===== config.mk =====
export PLATFORM = sky130hd
export DESIGN_NAME = mpag_top
export DESIGN_NICKNAME = d
export VERILOG_FILES = /design/src/hdl/mpag_pkg.sv /design/src/hdl/mpag_top.sv
export SDC_FILE = /design/constraint.sdc
export NUM_CORES = 1
export LEC_CHECK = 0
export BUFFER_PORTS_ARGS = -buffer_cell sky130_fd_sc_hd__buf_2
export CORE_ASPECT_RATIO = 0.75
export CORE_MARGIN = 2
export CORE_UTILIZATION = 45
export CTS_BUF_LIST = sky130_fd_sc_hd__clkbuf_8 sky130_fd_sc_hd__clkbuf_16
export DETAILED_ROUTE_END_ITERATION = 10
export HOLD_SLACK_MARGIN = 0.03
export PLACE_DENSITY = 0.64
export RECOVER_POWER = 100
export SYNTH_ARGS = -nofsm -noshare
export SYNTH_HDL_FRONTEND = slang
export SYNTH_SLANG_ARGS = --single-unit
export TNS_END_PERCENT = 100

===== constraint.sdc =====
create_clock -name hclk -period 6.07 [get_ports hclk]
set_clock_uncertainty 0.1 [all_clocks]
set_input_delay 0.3035 -clock hclk [delete_from_list [all_inputs] [get_ports hclk]]
set_output_delay 0.3035 -clock hclk [all_outputs]
set_load 0.01 [all_outputs]

===== src/hdl/mpag_pkg.sv =====
// Operation
// - One circular buffer in X space and one in Y; X also serves program pointers.
// - Any working pointer but pointer 15 may be circular; stack pointers are discouraged.
// - Power-of-two buffers are checked at both boundaries.
// - Four 16-bit boundary registers hold X and Y start and end.
// - Y circular addresses force the least significant bit to zero.
// - Length is end minus start plus one, never stored; at most 32K words.
// - X select in bits 3:0, enable bit 15; 1111 disables X.
// - Y select in bits 7:4, enable bit 14; 1111 disables Y.
// - Page register plus upper data address picks a 32-Kbyte window.
// - Read page of 0x200 or more directs paged reads to program space.
// - Program space is readable only; write page addresses data space only.
// - Paged reads use the read page, paged writes the write page.
// - Each access names one of six addressing modes.
// - Upper 32 Kbytes of base data space is the paged window.
package mpag_pkg;
  // ----------------------------------------------------------------
  // Register map
  // ----------------------------------------------------------------
  localparam logic [7:0]  OFS_CONTROL = 8'h00;
  localparam logic [7:0]  OFS_XSTART  = 8'h04;
  localparam logic [7:0]  OFS_XEND    = 8'h08;
  localparam logic [7:0]  OFS_YSTART  = 8'h0c;
  localparam logic [7:0]  OFS_YEND    = 8'h10;
  localparam logic [7:0]  OFS_RDPAGE  = 8'h14;
  localparam logic [7:0]  OFS_WRPAGE  = 8'h18;
  localparam logic [7:0]  OFS_STATUS  = 8'h1c;
  // ----------------------------------------------------------------
  // Field layout and constants
  // ----------------------------------------------------------------
  localparam int          XSEL_LSB    = 0;
  localparam int          YSEL_LSB    = 4;
  localparam int          XEN_BIT     = 15;
  localparam int          YEN_BIT     = 14;
  localparam logic [3:0]  SEL_OFF     = 4'hf;
  localparam logic [15:0] CTRL_RESET  = 16'h00ff;
  localparam logic [15:0] BOUND_RESET = 16'h0000;
  localparam logic [9:0]  RDPAGE_RST  = 10'h001;
  localparam logic [8:0]  WRPAGE_RST  = 9'h001;
  localparam logic [9:0]  PS_PAGE_MIN = 10'h200;
  localparam int          WIN_BIT     = 15;
  localparam logic [1:0]  HTRANS_NSEQ = 2'h2;
  localparam logic [2:0]  HSIZE_WORD  = 3'h2;

  // Addressing modes of an access
  typedef enum logic [2:0] {
    MPAG_INHERENT, MPAG_RELATIVE, MPAG_LITERAL,
    MPAG_MEM_DIRECT, MPAG_REG_DIRECT, MPAG_REG_INDIRECT
  } mpag_mode_t;

  // Request from the execution unit
  typedef struct packed {
    logic       valid;
    logic       write;
    logic       y_space;
    mpag_mode_t mode;
    logic [3:0] ptr_reg;
    logic [15:0] ea;
    logic signed [15:0] step;
  } mpag_req_t;

  // Resolved access towards memory
  typedef struct packed {
    logic        valid;
    logic        write;
    logic        prog;
    logic        paged;
    logic [23:0] addr;
    logic        ptr_we;
    logic [3:0]  ptr_reg;
    logic [15:0] ptr_next;
  } mpag_acc_t;
endpackage : mpag_pkg


===== src/hdl/mpag_top.sv =====
// Chosen here: register access over AHB-Lite and the placing of the registers.
`timescale 1ns/1ps
module mpag_top (
  input  wire logic                hclk,
  input  wire logic                hresetn,
  input  wire logic                hsel,
  input  wire logic [31:0]         haddr,
  input  wire logic [1:0]          htrans,
  input  wire logic                hwrite,
  input  wire logic [2:0]          hsize,
  input  wire logic [31:0]         hwdata,
  input  wire logic                hready,
  output logic      [31:0]         hrdata,
  output logic                     hreadyout,
  output logic                     hresp,
  input  wire mpag_pkg::mpag_req_t req,
  output mpag_pkg::mpag_acc_t      acc
);
  // ----------------------------------------------------------------
  // Registers
  // ----------------------------------------------------------------
  logic [15:0] ctrl;
  logic [15:0] xs, xe, ys, ye;
  logic [9:0]  rdpage;
  logic [8:0]  wrpage;
  logic        last_wrap;
  logic        last_prog;
  logic        ph_wr;
  logic [7:0]  ph_addr;

  // Selected pointer matches and is enabled
  function automatic logic mod_on(input logic [15:0] c, input int lsb,
                                  input int en, input logic [3:0] r);
    logic [3:0] s;
    s = c[lsb +: 4];
    return c[en] && (s != mpag_pkg::SEL_OFF) && (s == r);
  endfunction : mod_on

  // ----------------------------------------------------------------
  // Bus slave address phase
  // ----------------------------------------------------------------
  always_ff @(posedge hclk or negedge hresetn) begin
    if (!hresetn) begin
      ph_wr   <= 1'b0;
      ph_addr <= 8'h00;
    end else if (hready) begin
      ph_wr   <= hsel && htrans == mpag_pkg::HTRANS_NSEQ && hwrite;
      ph_addr <= haddr[7:0];
    end
  end

  // Register writes in the data phase
  always_ff @(posedge hclk or negedge hresetn) begin
    if (!hresetn) begin
      ctrl   <= mpag_pkg::CTRL_RESET;
      xs     <= mpag_pkg::BOUND_RESET;
      xe     <= mpag_pkg::BOUND_RESET;
      ys     <= mpag_pkg::BOUND_RESET;
      ye     <= mpag_pkg::BOUND_RESET;
      rdpage <= mpag_pkg::RDPAGE_RST;
      wrpage <= mpag_pkg::WRPAGE_RST;
    end else if (ph_wr) begin
      case (ph_addr)
        mpag_pkg::OFS_CONTROL: ctrl   <= hwdata[15:0];
        mpag_pkg::OFS_XSTART:  xs     <= hwdata[15:0];
        mpag_pkg::OFS_XEND:    xe     <= hwdata[15:0];
        mpag_pkg::OFS_YSTART:  ys     <= hwdata[15:0];
        mpag_pkg::OFS_YEND:    ye     <= hwdata[15:0];
        mpag_pkg::OFS_RDPAGE:  rdpage <= hwdata[9:0];
        mpag_pkg::OFS_WRPAGE:  wrpage <= hwdata[8:0];
        default: ;
      endcase
    end
  end

  // Read data, registered in the address phase
  always_ff @(posedge hclk or negedge hresetn) begin
    if (!hresetn) begin
      hrdata <= 32'h0000_0000;
    end else if (hready && hsel && htrans == mpag_pkg::HTRANS_NSEQ) begin
      case (haddr[7:0])
        mpag_pkg::OFS_CONTROL: hrdata <= {16'h0000, ctrl};
        mpag_pkg::OFS_XSTART:  hrdata <= {16'h0000, xs};
        mpag_pkg::OFS_XEND:    hrdata <= {16'h0000, xe};
        mpag_pkg::OFS_YSTART:  hrdata <= {16'h0000, ys};
        mpag_pkg::OFS_YEND:    hrdata <= {16'h0000, ye};
        mpag_pkg::OFS_RDPAGE:  hrdata <= {22'h000000, rdpage};
        mpag_pkg::OFS_WRPAGE:  hrdata <= {23'h000000, wrpage};
        mpag_pkg::OFS_STATUS:  hrdata <= {30'h00000000, last_prog,
                                          last_wrap};
        default:               hrdata <= 32'h0000_0000;
      endcase
    end
  end

  // Zero wait states, always OKAY
  always_ff @(posedge hclk or negedge hresetn) begin
    if (!hresetn) begin
      hreadyout <= 1'b1;
      hresp     <= 1'b0;
    end else begin
      hreadyout <= 1'b1;
      hresp     <= 1'b0;
    end
  end

  // ----------------------------------------------------------------
  // Circular pointer update
  // ----------------------------------------------------------------
  logic        circ;
  logic [15:0] lo, hi, raw, next_ptr, ea_eff;
  logic [16:0] len;
  logic        pow2;
  always_comb begin
    // One buffer per space; X also serves program reads
    if (req.y_space) begin
      circ = mod_on(ctrl, mpag_pkg::YSEL_LSB, mpag_pkg::YEN_BIT,
                    req.ptr_reg);
      lo   = {ys[15:1], 1'b0};
      hi   = {ye[15:1], 1'b0};
    end else begin
      circ = mod_on(ctrl, mpag_pkg::XSEL_LSB, mpag_pkg::XEN_BIT,
                    req.ptr_reg);
      lo   = xs;
      hi   = xe;
    end
    // Length from boundaries only, up to 64 Kbytes
    len  = 17'({1'b0, hi} - {1'b0, lo}) + 17'h00001;
    pow2 = (len & (len - 17'h00001)) == 17'h00000;
    // Y pointer arithmetic starts from the word-aligned address
    ea_eff = req.y_space ? {req.ea[15:1], 1'b0} : req.ea;
    raw  = ea_eff + 16'(req.step);
    next_ptr = raw;
    // Both boundaries checked; direction left to software
    if (circ && req.mode == mpag_pkg::MPAG_REG_INDIRECT) begin
      if (req.step > 0 && raw > hi)
        next_ptr = 16'(raw - len[15:0]);
      else if (req.step < 0 && raw < lo)
        next_ptr = 16'(raw + len[15:0]);
    end
    if (req.y_space)
      next_ptr[0] = 1'b0;
  end

  // ----------------------------------------------------------------
  // Paged address formation
  // ----------------------------------------------------------------
  logic        paged, to_prog;
  logic [23:0] full;
  always_comb begin
    paged   = ea_eff[mpag_pkg::WIN_BIT];
    to_prog = paged && !req.write &&
              rdpage >= mpag_pkg::PS_PAGE_MIN;
    if (!paged)
      full = {8'h00, ea_eff};
    else if (req.write)
      full = {wrpage, ea_eff[14:0]};
    else
      full = {rdpage[8:0], ea_eff[14:0]};
  end

  // Registered access output
  always_ff @(posedge hclk or negedge hresetn) begin
    if (!hresetn) begin
      acc       <= '0;
      last_wrap <= 1'b0;
      last_prog <= 1'b0;
    end else begin
      acc.valid    <= req.valid;
      acc.write    <= req.write;
      acc.prog     <= to_prog;
      acc.paged    <= paged;
      acc.addr     <= full;
      acc.ptr_we   <= req.valid &&
                      req.mode == mpag_pkg::MPAG_REG_INDIRECT;
      acc.ptr_reg  <= req.ptr_reg;
      acc.ptr_next <= next_ptr;
      if (req.valid) begin
        last_wrap <= next_ptr != raw;
        last_prog <= to_prog;
      end
    end
  end

  // ----------------------------------------------------------------
  // Checks
  // ----------------------------------------------------------------
  a_x_wrap_start: assert property (@(posedge hclk) disable iff (!hresetn)
    (req.valid && !req.y_space && req.step == 16'sd1 &&
     req.mode == mpag_pkg::MPAG_REG_INDIRECT &&
     mod_on(ctrl, 0, 15, req.ptr_reg) && req.ea == xe && xe > xs)
    |=> acc.ptr_next == $past(xs))
    else $error("X increment did not reload start");
  a_sel_off: assert property (@(posedge hclk) disable iff (!hresetn)
    (req.valid && !req.y_space && ctrl[3:0] == 4'hf)
    |=> acc.ptr_next == $past(raw))
    else $error("X circular active with select off");
  a_y_lsb_clear: assert property (@(posedge hclk) disable iff (!hresetn)
    (req.valid && req.y_space) |=> !acc.ptr_next[0])
    else $error("Y pointer lsb set");
  a_ps_read: assert property (@(posedge hclk) disable iff (!hresetn)
    (req.valid && !req.write && req.ea[15] && rdpage >= 10'h200)
    |=> acc.prog)
    else $error("Paged read missed program space");
  a_no_ps_write: assert property (@(posedge hclk) disable iff (!hresetn)
    acc.write |-> !acc.prog)
    else $error("Write directed to program space");
  a_wr_page: assert property (@(posedge hclk) disable iff (!hresetn)
    (req.valid && req.write && req.ea[15])
    |=> acc.addr[23:15] == $past(wrpage))
    else $error("Write did not use write page");
  a_unpaged: assert property (@(posedge hclk) disable iff (!hresetn)
    (req.valid && !req.ea[15]) |=> !acc.paged && acc.addr[23:16] == 8'h00)
    else $error("Lower half was paged");
  a_ctrl_write: assert property (@(posedge hclk) disable iff (!hresetn)
    ph_wr && ph_addr == 8'h00 |=> ctrl == $past(hwdata[15:0]))
    else $error("Control write lost");
endmodule : mpag_top


==> impl_metrics.yaml <==
timing:
  slew_viol_final: 164
  max_clock_freq_ghz: 0.173
  period_minus_slack_ns: 5.76
  finalCritPeriodShare_pct: 95.0
  hold_viol: 0
  worst_slew_pin_slew_ns: 4.41
  finalSetupViolCount: 0
  relSlewSlack_pct: -194
clock_network:
  cts_tree: "built"
  cts_made_buffers: 17
  worstSkewPairLatency_ns: 0.45
  htreeDepth: 4
  path_clk_slew_ns: 0.07
  cts_sinks: 175
  clockBufferDepth: 2
  cts_root_buf: "clkbuf_16"
drt:
  ant_nets: 0
  finalWirelength_um: 33100
  viasPerCell: 5.79
  vias: 9647
  wl_per_cell_um: 19.9
  drtIter0Drc: 721
  post-route-drc-count: 0
  drt_first_pass_iters: 8
synth:
  ys_ff_latch: 175
  synth_xor_area_share_pct: 4.10
  synth_area_leaders: "dfrtp_1, ha_1, mux2_2"
  synth-compound-area-share_pct: 18.4
  ys_async_sr_fraction_pct: 100
  synthMuxAreaShare_pct: 14.3
  synth_cell_types: 82
  syn-instance-count: 1134
  synthSimpleGateAreaFrac_pct: 9.98
  yosys-top-cells-count: "dfrtp_1, mux2_2, ha_1, a21oi_1, inv_1"
  ys_seq_area_share_pct: 37.0
  yosys_warnings: 0
  syn_area_um2: 11900
  synth_adder_area_share_pct: 11.7
  synth.top_cell.area_share_pct: 34.8
  synth_top_area_cell: "dfrtp_1"
  avgSynthCellArea_um2: 10.5
  synth_top_family_by_area: "compound AO/OA/AOI/OAI gates"
  synth-main-ff-cell: "dfrtp_1"
  yosysMostFrequentCell: "dfrtp_1"
  synth_edf_count: 0
setup_path:
  worstSetupPathType: "reg -> reg"
  ff2ff_setup_slack_ns: 0.31
  r2r-end: "last_wrap$_DFFE_PN0P_"
  crit_arrival_ns: 5.98
  required_ns: 6.29
  cp_cell_sequence: "mux2i_1 -> inv_1 -> ha_1 -> inv_1 -> ha_1 -> fa_1 -> a211o_1 -> a21oi_2 -> o21ba_2 -> xnor2_1 -> ha_1 -> inv_1 -> a2111oi_4 -> a2111oi_4 -> o311ai_4 -> nand2_2 -> a2111oi_2 -> a2111o_1 -> a211oi_1 -> a2111oi_2 -> o211ai_1 -> o32a_1"
  cpMaxStageDelayCell: "fa_1"
  worst_r2r_path_depth: 22
  worst-path-max-fanout: 6
  cp-end-kind: "register"
  critPathMaxStageDelay_ns: 0.48
  r2r-start: "ys[1]$_DFFE_PN0P_"
  start_kind: "register"
place:
  placedCellCount: 1607
  placed_area_um2: 13100
  dp_hpwl_um: 24300
  place.gp.congestion: 0.900
  port-buffer-count: 137
floorplanning:
  core_area_um2: 26000
  die_y_um: 145
  dieArea_um2: 27700
  fp-row-count: 51
  ioPinCount: 199
  die_x_um: 192
  start_util_pct: 45.7
layout:
  area_growth_pct: 16.1
  drive_gt1_share_pct: 20.3
  nNetsFinal: 1534
  finalNonFillerCells: 1666
  antenna_cells: 0
  stdcell_area_um2: 13800
worst_hold_path:
  min-delay-start: "hwdata[13]"
  whs_endpoint: "ctrl[13]$_DFFE_PN0P_"
  hold_depth: 2
  hp-class: "in -> reg"
global_route:
  overflow: 0
  antenna_found_initial: 0
  grt_max_degree: 96
  grt_usage_pct: 24.2
  grt_pass1_vias: 9082
  grt_pass1_wl_um: 51100
power_and_ir_drop:
  power_leakage_nw: 6.37
  p_per_area_nw_per_um2: 296
  ir_drop_uv: 220
run:
  maxCapViolCount: 4
status:
  status: "finished with violations"
  violations: "capacitance limit, slew limit"
[through the flow]
step | util, % | hold slack (ns) | setup TNS (ns) | setup WS (ns) | power, mW
after global routing | 53.0 | 0.0445 | -0.00750 | -0.00750 | 4.33
after CTS | 53.5 | 0.0367 | 0 | 0.315 | 4.08
final | 53.0 | 0.0487 | 0 | 0.306 | 4.08
after detailed placement | 50.3 | 0.329 | 0 | 0.0266 | 2.94
after floorplan | - | -0.0921 | 0 | 0.138 | 2.49
after global placement | 50.3 | 0.329 | 0 | 0.0545 | 2.93
[cells in the final DEF, fill, tap and decap left out, drive strengths merged, types with 10 or more instances in the layout]
cell and count:
mux2i 43, a21o 29, o211ai 16, a21oi 65, clkbuf 109, nor2 55
nor2b 16, mux2 109, xnor2 29, nor3 20, a221oi 12, o21ai 36
dlygate4sd3 25, a222oi 11, a31oi 12, nor4 11, nand3 14, dfrtp 165
dfstp 10, inv 63, conb 18, nand2 52, ha 105, buf 82
a22oi 20, xor2 24, nand2b 15
[flip-flops by register name (all words and copies together) (netlist names)]
register / count
xs: 16
wrpage: 9
ph_addr: 8
hrdata: 16
rdpage: 10
ye: 16
ctrl: 16
last_prog: 1
xe: 16
last_wrap: 1
ys: 16
ph_wr: 1
acc: 49
[area by class of cell]
class,instances,area [um^2]
Inverter,58,218
Tap cell,344,430
Fill cell,2381,12200
Clock inverter,15,155
Timing Repair Buffer,200,1110
Sequential cell,175,4390
Multi-Input combinational cell,857,7040
Clock buffer,17,425
[cell families after synthesis]
| kind of cell | count (synthesis) |
|---|---|
| AO/OA/AOI/OAI | 291 |
| AND/OR/NAND/NOR | 231 |
| flip-flops | 175 |
| multiplexers | 154 |
| buffers and inverters | 118 |
| adder cells (fa/ha/maj) | 109 |
| XOR/XNOR | 54 |
| other | 2 |
[routing by layer]
metal / vias to the layer above / routed length [um] / part of all wire, % / track usage, %
li1: 4591 / - / - / -
met1: 4727 / 16100 / 49 / 36.1
met2: 304 / 14400 / 44 / 36.0
met3: 25 / 2170 / 6.5 / 5.12
met4: 0 / 340 / 1.0 / 4.66
met5: - / 0 / 0 / 0
[where the power goes]
part / internal, mW / switching, mW / total, mW / leakage (nW)
clock: 0.578 / 0.532 / 1.11 / 0.274
combinational: 0.689 / 1.01 / 1.70 / 3.88
sequential: 1.24 / 0.0413 / 1.28 / 2.21
total: 2.50 / 1.58 / 4.08 / 6.37
[how the worst max path moves through the flow]
stage,start,to,slack (ns),depth (start not counted)
after floorplan,req[39],last_wrap$_DFFE_PN0P_,0.14,25
after global placement,req[39],last_wrap$_DFFE_PN0P_,0.05,24
after detailed placement,req[39],last_wrap$_DFFE_PN0P_,0.03,25
after CTS,ye[2]$_DFFE_PN0P_,last_wrap$_DFFE_PN0P_,0.32,22
after global routing,ys[1]$_DFFE_PN0P_,last_wrap$_DFFE_PN0P_,-0.007,23
final,ys[1]$_DFFE_PN0P_,last_wrap$_DFFE_PN0P_,0.31,22
[worst max-delay path: cells and delay by family, from the launching register on]
kind | cells | cell delay (ns)
multiplexers | 1 | 0.21
flip-flops | 1 | 0.39
AO/OA/AOI/OAI | 12 | 3.11
XOR/XNOR | 1 | 0.09
buffers and inverters | 3 | 0.23
adder cells (fa/ha/maj) | 4 | 1.38
AND/OR/NAND/NOR | 1 | 0.15
[timing repair]
item                       4_1_cts  5_1_grt
hold buffers                    25        0
gates resized for setup          0        7
setup endpoints to repair        0        2
hold endpoints to repair       113        0
buffers inserted                 0        2
(Power assumes the default switching activity.)
